===== src/ptimer_pkg.sv =====
// Constants and carrier types for the timer pair control register slice
package ptimer_pkg;
   // Register indices; byte address is four times the index
   localparam logic [15:0] IDX_T0_CMP_LO  = 16'hff8c;
   localparam logic [15:0] IDX_T0_CMP_HI  = 16'hff8d;
   localparam logic [15:0] IDX_T1_CMP_LO  = 16'hff8e;
   localparam logic [15:0] IDX_T1_CMP_HI  = 16'hff8f;
   localparam logic [15:0] IDX_MODE_CFG   = 16'hff90;
   localparam logic [15:0] IDX_OUT_CFG    = 16'hff91;
   localparam logic [15:0] IDX_RUN_CTRL   = 16'hff92;
   localparam logic [15:0] IDX_T2_RLD_LO  = 16'hff94;
   localparam logic [15:0] IDX_T2_RLD_HI  = 16'hff95;
   localparam logic [15:0] IDX_T0_CNT_LO  = 16'hff88;
   localparam logic [15:0] IDX_T0_CNT_HI  = 16'hff89;
   localparam logic [15:0] IDX_T1_CNT_LO  = 16'hff8a;
   localparam logic [15:0] IDX_T1_CNT_HI  = 16'hff8b;
   localparam logic [15:0] IDX_T2_CNT_LO  = 16'hff98;
   localparam logic [15:0] IDX_T2_CNT_HI  = 16'hff99;
   localparam logic [15:0] IDX_T3_CNT_LO  = 16'hff9a;
   localparam logic [15:0] IDX_T3_CNT_HI  = 16'hff9b;
   localparam int          IDX_LSB        = 2;
   localparam int          IDX_MSB        = 17;
   // Run and reload control bit positions
   localparam int          CTRL_RST3_BIT  = 3;
   localparam int          CTRL_RUN3_BIT  = 2;
   localparam int          CTRL_RST2_BIT  = 1;
   localparam int          CTRL_RUN2_BIT  = 0;
   localparam logic [3:0]  NIBBLE_RESET   = 4'h0;
   localparam logic [7:0]  BYTE_RESET     = 8'h00;
   localparam logic [7:0]  COUNT_STEP     = 8'h01;
   localparam int          FILTER_DEFAULT = 4;

   typedef struct packed {
      logic cascade;
      logic event_count_select;
      logic input_filter_select;
      logic count_edge_polarity;
   } mode_cfg_type;

   typedef struct packed {
      logic timer3_pwm_select;
      logic timer2_pwm_select;
      logic pair_output_source;
      logic pair_output_enable;
   } out_cfg_type;

   localparam mode_cfg_type MODE_RESET = '0;
   localparam out_cfg_type  OUT_RESET  = '0;
endpackage : ptimer_pkg


===== src/ptimer_pair_regs.sv =====
// AHB-Lite register slice and timer 2/3 pair counting logic
`timescale 1ns/10ps
`default_nettype none
module ptimer_pair_regs #(
   parameter int FILTER_CYCLES = ptimer_pkg::FILTER_DEFAULT
) (
   input  wire logic        hclk,
   input  wire logic        hresetn,
   input  wire logic        ce,
   input  wire logic        hsel,
   input  wire logic [31:0] haddr,
   input  wire logic [1:0]  htrans,
   input  wire logic        hwrite,
   input  wire logic [2:0]  hsize,
   input  wire logic [31:0] hwdata,
   input  wire logic        hready,
   output var  logic [31:0] hrdata,
   output var  logic        hreadyout,
   output var  logic        hresp,
   input  wire logic        event_pin,
   input  wire logic        count_tick,
   input  wire logic [7:0]  timer0_count,
   input  wire logic [7:0]  timer1_count,
   input  wire logic [7:0]  timer2_compare,
   input  wire logic [7:0]  timer3_compare,
   input  wire logic [7:0]  timer3_reload,
   output var  logic [7:0]  timer0_compare,
   output var  logic [7:0]  timer1_compare,
   output var  logic [7:0]  timer2_count,
   output var  logic [7:0]  timer3_count,
   output var  logic        pair_timer_output
);
   localparam int FW = (FILTER_CYCLES > 1) ? $clog2(FILTER_CYCLES) : 1;

   function automatic logic hit(input logic [15:0] idx,
                                input logic [15:0] target);
      hit = (idx == target);
   endfunction : hit

   // Bus state
   logic                    addr_ok;
   logic                    wr_pend_reg;
   logic                    rd_pend_reg;
   logic [15:0]             idx_reg;
   logic [3:0]              wnib;
   logic [3:0]              rd_nibble;

   // Register contents
   logic [7:0]              t2_reload_reg;
   ptimer_pkg::mode_cfg_type mode_reg;
   ptimer_pkg::out_cfg_type  out_reg;
   logic                    run2_reg;
   logic                    run3_reg;

   // Counting state
   logic                    ev_meta_reg;
   logic                    ev_sync_reg;
   logic                    ev_filt_reg;
   logic                    ev_prev_reg;
   logic [FW-1:0]           stab_reg;
   logic                    ev_edge;
   logic                    t2_out_reg;
   logic                    t3_out_reg;
   logic                    run2_eff;
   logic                    t2_adv;
   logic                    t3_adv;
   logic                    t2_under;
   logic                    t3_under;
   logic                    reload2;
   logic                    reload3;
   logic                    ctrl_wr;

   assign addr_ok = hsel && hready && htrans[1];
   assign wnib    = hwdata[3:0];
   assign ctrl_wr = wr_pend_reg && hit(idx_reg, ptimer_pkg::IDX_RUN_CTRL);

   // Writes complete with no wait; reads add one wait state so that a read
   // right after a write sees the written value.
   always_ff @(posedge hclk or negedge hresetn) begin
      if (!hresetn) begin
         wr_pend_reg <= 1'b0;
         rd_pend_reg <= 1'b0;
         idx_reg     <= 16'h0000;
         hreadyout   <= 1'b1;
         hrdata      <= 32'h0000_0000;
         hresp       <= 1'b0;
      end else if (ce) begin
         hresp       <= 1'b0;
         wr_pend_reg <= addr_ok && hwrite;
         if (addr_ok) begin
            idx_reg <= haddr[ptimer_pkg::IDX_MSB:ptimer_pkg::IDX_LSB];
         end
         if (addr_ok && !hwrite) begin
            rd_pend_reg <= 1'b1;
            hreadyout   <= 1'b0;
         end else if (rd_pend_reg) begin
            rd_pend_reg <= 1'b0;
            hreadyout   <= 1'b1;
            hrdata      <= {28'h0000000, rd_nibble};
         end
      end
   end

   // Read mux; reload strobes are write-only and read as zero
   always_comb begin
      rd_nibble = 4'h0;
      case (idx_reg)
         ptimer_pkg::IDX_T0_CMP_LO: rd_nibble = timer0_compare[3:0];
         ptimer_pkg::IDX_T0_CMP_HI: rd_nibble = timer0_compare[7:4];
         ptimer_pkg::IDX_T1_CMP_LO: rd_nibble = timer1_compare[3:0];
         ptimer_pkg::IDX_T1_CMP_HI: rd_nibble = timer1_compare[7:4];
         ptimer_pkg::IDX_MODE_CFG:  rd_nibble = mode_reg;
         ptimer_pkg::IDX_OUT_CFG:   rd_nibble = out_reg;
         ptimer_pkg::IDX_RUN_CTRL:
            rd_nibble = {1'b0, run3_reg, 1'b0, run2_reg};
         ptimer_pkg::IDX_T2_RLD_LO: rd_nibble = t2_reload_reg[3:0];
         ptimer_pkg::IDX_T2_RLD_HI: rd_nibble = t2_reload_reg[7:4];
         ptimer_pkg::IDX_T0_CNT_LO: rd_nibble = timer0_count[3:0];
         ptimer_pkg::IDX_T0_CNT_HI: rd_nibble = timer0_count[7:4];
         ptimer_pkg::IDX_T1_CNT_LO: rd_nibble = timer1_count[3:0];
         ptimer_pkg::IDX_T1_CNT_HI: rd_nibble = timer1_count[7:4];
         ptimer_pkg::IDX_T2_CNT_LO: rd_nibble = timer2_count[3:0];
         ptimer_pkg::IDX_T2_CNT_HI: rd_nibble = timer2_count[7:4];
         ptimer_pkg::IDX_T3_CNT_LO: rd_nibble = timer3_count[3:0];
         ptimer_pkg::IDX_T3_CNT_HI: rd_nibble = timer3_count[7:4];
         default:                   rd_nibble = 4'h0;
      endcase
   end

   // Compare and reload data registers
   always_ff @(posedge hclk or negedge hresetn) begin
      if (!hresetn) begin
         timer0_compare <= ptimer_pkg::BYTE_RESET;
         timer1_compare <= ptimer_pkg::BYTE_RESET;
         t2_reload_reg  <= ptimer_pkg::BYTE_RESET;
      end else if (ce && wr_pend_reg) begin
         if (hit(idx_reg, ptimer_pkg::IDX_T0_CMP_LO)) begin
            timer0_compare[3:0] <= wnib;
         end
         if (hit(idx_reg, ptimer_pkg::IDX_T0_CMP_HI)) begin
            timer0_compare[7:4] <= wnib;
         end
         if (hit(idx_reg, ptimer_pkg::IDX_T1_CMP_LO)) begin
            timer1_compare[3:0] <= wnib;
         end
         if (hit(idx_reg, ptimer_pkg::IDX_T1_CMP_HI)) begin
            timer1_compare[7:4] <= wnib;
         end
         if (hit(idx_reg, ptimer_pkg::IDX_T2_RLD_LO)) begin
            t2_reload_reg[3:0] <= wnib;
         end
         if (hit(idx_reg, ptimer_pkg::IDX_T2_RLD_HI)) begin
            t2_reload_reg[7:4] <= wnib;
         end
      end
   end

   // Mode, output and run configuration
   always_ff @(posedge hclk or negedge hresetn) begin
      if (!hresetn) begin
         mode_reg <= ptimer_pkg::MODE_RESET;
         out_reg  <= ptimer_pkg::OUT_RESET;
         run2_reg <= 1'b0;
         run3_reg <= 1'b0;
      end else if (ce && wr_pend_reg) begin
         if (hit(idx_reg, ptimer_pkg::IDX_MODE_CFG)) begin
            mode_reg <= ptimer_pkg::mode_cfg_type'(wnib);
         end
         if (hit(idx_reg, ptimer_pkg::IDX_OUT_CFG)) begin
            out_reg <= ptimer_pkg::out_cfg_type'(wnib);
         end
         if (ctrl_wr) begin
            run3_reg <= wnib[ptimer_pkg::CTRL_RUN3_BIT];
            run2_reg <= wnib[ptimer_pkg::CTRL_RUN2_BIT];
         end
      end
   end

   // External count input: synchroniser, optional stability filter, edge
   always_ff @(posedge hclk or negedge hresetn) begin
      if (!hresetn) begin
         ev_meta_reg <= 1'b0;
         ev_sync_reg <= 1'b0;
         ev_filt_reg <= 1'b0;
         ev_prev_reg <= 1'b0;
         stab_reg    <= '0;
      end else if (ce) begin
         ev_meta_reg <= event_pin;
         ev_sync_reg <= ev_meta_reg;
         ev_prev_reg <= ev_filt_reg;
         if (ev_sync_reg == ev_filt_reg) begin
            stab_reg <= '0;
         end else if (!mode_reg.input_filter_select ||
                      stab_reg == FW'(FILTER_CYCLES - 1)) begin
            ev_filt_reg <= ev_sync_reg;
            stab_reg    <= '0;
         end else begin
            stab_reg <= stab_reg + FW'(1);
         end
      end
   end

   assign ev_edge = mode_reg.count_edge_polarity ?
                    (ev_filt_reg && !ev_prev_reg) :
                    (!ev_filt_reg && ev_prev_reg);

   // In cascade the timer 3 controls govern the pair
   assign run2_eff = mode_reg.cascade ? run3_reg : run2_reg;
   assign t2_adv   = run2_eff &&
                     (mode_reg.event_count_select ? ev_edge
                                                  : count_tick);
   assign t2_under = t2_adv && (timer2_count == ptimer_pkg::BYTE_RESET);
   assign t3_adv   = mode_reg.cascade ? t2_under
                                      : (run3_reg && count_tick);
   assign t3_under = t3_adv && (timer3_count == ptimer_pkg::BYTE_RESET);
   assign reload3  = ctrl_wr && wnib[ptimer_pkg::CTRL_RST3_BIT];
   assign reload2  = (ctrl_wr && wnib[ptimer_pkg::CTRL_RST2_BIT]) ||
                     (mode_reg.cascade && reload3);

   // Timer 2 counter
   always_ff @(posedge hclk or negedge hresetn) begin
      if (!hresetn) begin
         timer2_count <= ptimer_pkg::BYTE_RESET;
      end else if (ce) begin
         if (reload2) begin
            timer2_count <= t2_reload_reg;
         end else if (t2_under) begin
            timer2_count <= t2_reload_reg;
         end else if (t2_adv) begin
            timer2_count <= timer2_count - ptimer_pkg::COUNT_STEP;
         end
      end
   end

   // Timer 3 counter; advances on timer 2 underflow in cascade
   always_ff @(posedge hclk or negedge hresetn) begin
      if (!hresetn) begin
         timer3_count <= ptimer_pkg::BYTE_RESET;
      end else if (ce) begin
         if (reload3) begin
            timer3_count <= timer3_reload;
         end else if (t3_under) begin
            timer3_count <= timer3_reload;
         end else if (t3_adv) begin
            timer3_count <= timer3_count - ptimer_pkg::COUNT_STEP;
         end
      end
   end

   // Timer outputs: toggle on underflow, or PWM set on match, clear at wrap
   always_ff @(posedge hclk or negedge hresetn) begin
      if (!hresetn) begin
         t2_out_reg <= 1'b0;
         t3_out_reg <= 1'b0;
      end else if (ce) begin
         if (reload2) begin
            t2_out_reg <= 1'b0;
         end else if (out_reg.timer2_pwm_select) begin
            if (t2_under) begin
               t2_out_reg <= 1'b0;
            end else if (timer2_count == timer2_compare) begin
               t2_out_reg <= 1'b1;
            end
         end else if (t2_under) begin
            t2_out_reg <= !t2_out_reg;
         end
         if (reload3) begin
            t3_out_reg <= 1'b0;
         end else if (out_reg.timer3_pwm_select) begin
            if (t3_under) begin
               t3_out_reg <= 1'b0;
            end else if (timer3_count == timer3_compare) begin
               t3_out_reg <= 1'b1;
            end
         end else if (t3_under) begin
            t3_out_reg <= !t3_out_reg;
         end
      end
   end

   // Shared pair output
   always_ff @(posedge hclk or negedge hresetn) begin
      if (!hresetn) begin
         pair_timer_output <= 1'b0;
      end else if (ce) begin
         if (!out_reg.pair_output_enable) begin
            pair_timer_output <= 1'b0;
         end else begin
            pair_timer_output <= out_reg.pair_output_source ?
                                 t3_out_reg : t2_out_reg;
         end
      end
   end
endmodule : ptimer_pair_regs
`default_nettype wire


===== config.mk =====
export PLATFORM = sky130hd
export DESIGN_NAME = ptimer_pair_regs
export DESIGN_NICKNAME = d
export VERILOG_FILES = /design/src/ptimer_pkg.sv /design/src/ptimer_pair_regs.sv
export SDC_FILE = /design/constraint.sdc
export NUM_CORES = 1
export LEC_CHECK = 0
export ABC_AREA = 1
export BUFFER_PORTS_ARGS = -buffer_cell sky130_fd_sc_hd__buf_2
export CORE_UTILIZATION = 49
export DETAILED_ROUTE_END_ITERATION = 16
export PLACE_DENSITY = 0.79
export RECOVER_POWER = 50
export SETUP_SLACK_MARGIN = 0.5
export SYNTH_ARGS = -nofsm -noshare
export SYNTH_HDL_FRONTEND = slang
export SYNTH_SLANG_ARGS = --single-unit

===== constraint.sdc =====
create_clock -name hclk -period 4.91 [get_ports hclk]
set_input_delay 0.491 -clock hclk [delete_from_list [all_inputs] [get_ports hclk]]
set_output_delay 0.491 -clock hclk [all_outputs]
set_load 0.01 [all_outputs]

* Word-level counts from Yosys, hierarchy flattened
Cells that the tools add are included.
Operators by class: add/sub/neg operators 3, equality and inequality tests 21, multiplexer cells 28, bitwise logic cells 2, reductions and logical operators 49
Operator list (number):
- $eq 16x16->1 const B | 17
- $pmux 4 s17 | 1
- $mux 8 | 6
- $reduce_and 2->1 | 13
- $mux 1 | 19
- $reduce_bool 3->1 | 6
- $eq 8x8->1 | 2
- $logic_not 8->1 | 2
- $sub 8x1->8 const B | 2
- $logic_and 1x1->1 | 15
- $reduce_and 3->1 | 4
- $logic_not 1->1 | 6
- $mux 2 | 2
- $add 2x1->2 const B | 1
- $eq 2x2->1 const B | 1
- $logic_or 1x1->1 | 2
- $not 1->1 | 2
- $reduce_bool 2->1 | 1
- $eq 1x1->1 | 1
Storage, ports and cells: bits in registers 82, input port bits 117, output and inout port bits 67, word-level logic and storage cells 134

* Longest topological paths before layout
word-level depth 11, gate-level depth with buffers 13, depth with buffers taken out 12

* Worst setup path before layout
OpenSTA, ideal clock, no wires.
kind register to register, start point reg timer2_count[0], end point reg timer3_count[1], library setup time 0.117 ns, arrival time 1.579 ns, data required time 4.793 ns, path slack 3.213 ns, cell stages (with the launch flop) 12, buffers on the path 0, period minus slack after synthesis 1.697 ns, cell sequence dfrtp_1 > inv_1 > ha_1 > nand2_1 > nor2_1 > nand3_2 > nand2_2 > nand2_1 > a21oi_4 > inv_2 > nand2_1 > nand2_1
Between the ends: longest elaborated chain between the ends 6, elaborated cells between the ends (all ways) 8, those cells by class 3 x mux; 5 x reduce/logical
Ends and longest elaborated chain:
- start, declared | line ptimer_pair_regs.sv:29 | output var logic [7:0] timer2_count,
- start signal, assigned | line ptimer_pair_regs.sv:223 | timer2_count <= ptimer_pkg::BYTE_RESET;
- start signal, assigned | line ptimer_pair_regs.sv:226 | timer2_count <= t2_reload_reg;
- start signal, assigned | line ptimer_pair_regs.sv:228 | timer2_count <= t2_reload_reg;
- $logic_not 8->1 (*) | line ptimer_pair_regs.sv:212 | assign t2_under = t2_adv && (timer2_count == ptimer_pkg::BYTE_RESET);
- $logic_and 1x1->1 (*) | line ptimer_pair_regs.sv:212
- $mux 1 (*) | line ptimer_pair_regs.sv:213 | assign t3_adv = mode_reg.cascade ? t2_under
- $logic_and 1x1->1 | line ptimer_pair_regs.sv:215 | assign t3_under = t3_adv && (timer3_count == ptimer_pkg::BYTE_RESET);
- $reduce_bool 3->1 (no line) or $mux 8 (tied branches)
- $reduce_and 2->1 (no line) or $mux 8 (tied branches)
- end signal, assigned | line ptimer_pair_regs.sv:238 | timer3_count <= ptimer_pkg::BYTE_RESET;
- end signal, assigned | line ptimer_pair_regs.sv:241 | timer3_count <= timer3_reload;
- end signal, assigned | line ptimer_pair_regs.sv:243 | timer3_count <= timer3_reload;
- end, declared | line ptimer_pair_regs.sv:30 | output var logic [7:0] timer3_count,
Every way passes the cells marked *; elsewhere a longest branch is shown, timed or not. A chain may end at the register's enable or synchronous reset.

* Final worst setup path
start point reg idx_reg[14], end point reg timer3_count[0]
Between the ends: longest elaborated chain between the ends 5, elaborated cells between the ends (all ways) 6, those cells by class 1 x eq/ne; 1 x mux; 4 x reduce/logical
Ends and longest elaborated chain:
- start, declared | line ptimer_pair_regs.sv:44 | logic [15:0] idx_reg;
- start signal, assigned | line ptimer_pair_regs.sv:91 | idx_reg <= haddr[ptimer_pkg::IDX_MSB:ptimer_pkg::IDX_LSB];
- $eq 16x16->1 (*) | line ptimer_pair_regs.sv:37 | hit = (idx == target);
- $logic_and 1x1->1 (*) | line ptimer_pair_regs.sv:75 | assign ctrl_wr = wr_pend_reg && hit(idx_reg, ptimer_pkg::IDX_RUN_CTRL);
- $logic_and 1x1->1 (*) | line ptimer_pair_regs.sv:216 | assign reload3 = ctrl_wr && wnib[ptimer_pkg::CTRL_RST3_BIT];
- $reduce_bool 3->1 (no line)
- $reduce_and 2->1 (no line)
Marked as above.

==> results.ini <==
[clock_tree]
clk_root_buffer_cell = clkbuf_8
clkTransAtPathRegs_ns = 0.09
cts_buffers = 9
clk_latency_ns = 0.35
clkSinkCount = 82
clock_path_buffers = 2
cts_tree = built
cts_resized = 0
htreeDepth = 3
post_cts_buffers = 0
postCtsHoldBufs = 0

[place]
dp.cells = 920
dp_hpwl_um = 9620
io_buffers = 106
post-place-ws_ns = 2.38
place_congestion = 0.888

[setup_path]
crit_type = reg -> reg
slowest_delay_ns = 0.82
r2r_setup_slack_ns = 2.37
ff2ff_path_depth = 9
cp-start-kind = flip-flop
r2r-end = timer3_count[0]
path_common_cell = nand2_1
crit_fanout = 49
crit_chain = nand2_1 > inv_2 > nand2_1 > nor2_4 > nand4_2 > a21oi_4 > inv_2 > nand2_1 > nand2_1
slowest_stage = nor2_4
critPathArrivalTime_ns = 2.79
cp-end-kind = flip-flop
crit_required_ns = 5.16
worst_r2r_startpoint = idx_reg[14]

[layout]
layout_common_cells = nand2_1, nand3_1, buf_2, dfrtp_1, nor2_1
layout.cells.non_filler = 936
largest_reg_flops = 16
n_antenna_cell = 0
nNetsFinal = 920
area_growth_pct = 14.0
final_common_cell = nand2_1
final_util = 0.588
drive_above_1_share = 0.203

[floorplan]
core-area_um2 = 9950
num_rows = 36
start_util = 0.515
pin_count = 184
fp.dieH_um = 104
die_area_um2 = 10900
die_w_um = 104

[timing]
setup_viol = 0
max_slew.worst_pin.slew_ns = 2.03
layout_setup_ws_ns = 2.37
maxSlewViolCount = 83
setup_tns_ns = 0
clock_skew_ns = 0.00728
min_period_ns = 2.54
max_slew_margin = -0.356
rsz0062_at_grt = false
max_freq_mhz = 393
hold_viol = 0
min_period_over_period = 0.518

[synth]
syn_area_um2 = 5130
synth_top_area_frac = 0.395
synthTopCellsByArea = dfrtp_1, nand2_1, nand3_1, nor2_1, buf_4
ys_warn_count = 0
synth_top_area_cell = dfrtp_1
ys_ff_latch = 82
ys_seq_area_frac = 0.400
syn_inst = 696
post_synth.cell_area_avg_um2 = 7.37
yosysUniqueCellTypes = 38

[route]
wl_met2_um = 5970
met1_length_um = 5750
dr.pass1.iters = 5
vias = 4893
via_per_inst = 5.23
route.detailed.drc = 0
drtIter0Drc = 373
top_layer = met4
wl_met3_um = 842
ant_nets = 0
wire_per_inst_um = 13.7
finalWirelength_um = 12800

[power_and_ir_drop]
total_power_mw = 1.51
ir_drop_mv = 0.170
leakagePower_nw = 3.01
powerDensity_nw_per_um2 = 258

[grt]
grt_max_degree = 83
groute.usage.overall = 0.247
antenna_found_initial = 0
grt_pass1_vias = 4566
grt_pass1_wl_um = 21600
overflow = 0

[outcome]
violations = capacitance limit, slew limit
status = finished, violations left

[job]
maxCapViolCount = 1

[min_path]
hold_depth = 3
hp-class = in -> reg
min_from = event_pin
whs_endpoint = ev_meta_reg

-- cells in the mapped netlist --
cell,n
nand3_1,94
nand2_1,198
nand4_1,9
nand4_4,1
inv_2,16
ha_1,5
mux2_2,11
o22ai_1,2
nand4_2,1
nor4_1,2
conb_1,1
inv_1,52
o211ai_1,2
clkinv_1,1
a31oi_1,2
xnor2_1,6
mux2i_1,1
o21ai_0,13
nor2_2,3
buf_2,7
dfstp_2,1
buf_6,2
o21a_1,1
or2_2,3
a21oi_4,2
dfrtp_1,81
clkbuf_1,4
nor3_1,2
a21oi_1,11
nand2_2,5
nor3_2,2
xor2_1,13
o2111ai_1,2
nor2_4,4
buf_4,31
o21ai_1,35
nand3_2,5
nor2_1,65
-- worst max-delay path by stage --
stage | from | end | slack, ns
after floorplan | timer2_count[0] | timer3_count[1] | 3.21
after global placement | idx_reg[14] | timer3_count[1] | 2.46
after detailed placement | idx_reg[14] | timer3_count[0] | 2.38
after CTS | idx_reg[14] | timer3_count[0] | 2.37
after global routing | idx_reg[15] | timer3_count[7] | 2.09
final | idx_reg[14] | timer3_count[0] | 2.37
-- cell families (layout without fill, tap and decap cells) --
group / after synthesis / in the layout / synth area share
DFF: 82 / 82 / 0.400
buffers and inverters: 113 / 192 / 0.110
other: 1 / 29 / 0.000731
xor gates and xnor gates: 19 / 19 / 0.0324
and+or+nand+nor: 394 / 394 / 0.342
adders and majority gates: 5 / 5 / 0.0122
AOI/OAI and AO/OA: 70 / 70 / 0.0766
muxes: 12 / 12 / 0.0261
-- where the power goes --
group	switching, mW	internal [mW]
combinational	0.126	0.0729
sequential	0.0327	0.714
clock	0.250	0.315
-- cell type report --
class / count / area [µm²]
fill: 973 / 4110
multi-input combinational: 529 / 2620
sequential: 82 / 2050
timing repair buffer: 107 / 523
inverter: 69 / 259
tap: 133 / 166
clock buffer: 12 / 155
clock inverter: 4 / 73.8
-- worst max-delay path, delay by kind of cell, from the launching register on --
kind	cells	cell delay [ns]
AND/OR/NAND/NOR	6	1.50
AO/OA/AOI/OAI	1	0.40
flip-flops	1	0.35
buffers and inverters	2	0.19
-- per-layer routing --
metal,vias to the layer above,global-route usage
met5,-,0
met4,0,0.0847
met3,26,0.0476
met2,213,0.398
met1,2255,0.330
li1,2399,-
-- through the flow --
step,hold WS (ns),instance area (µm²)
final,0.337,5850
after global routing,0.340,5850
after CTS,0.329,5870
after detailed placement,0.459,5640
after global placement,0.457,5640
after floorplan,0.195,5240
(Power assumes the default switching activity.)
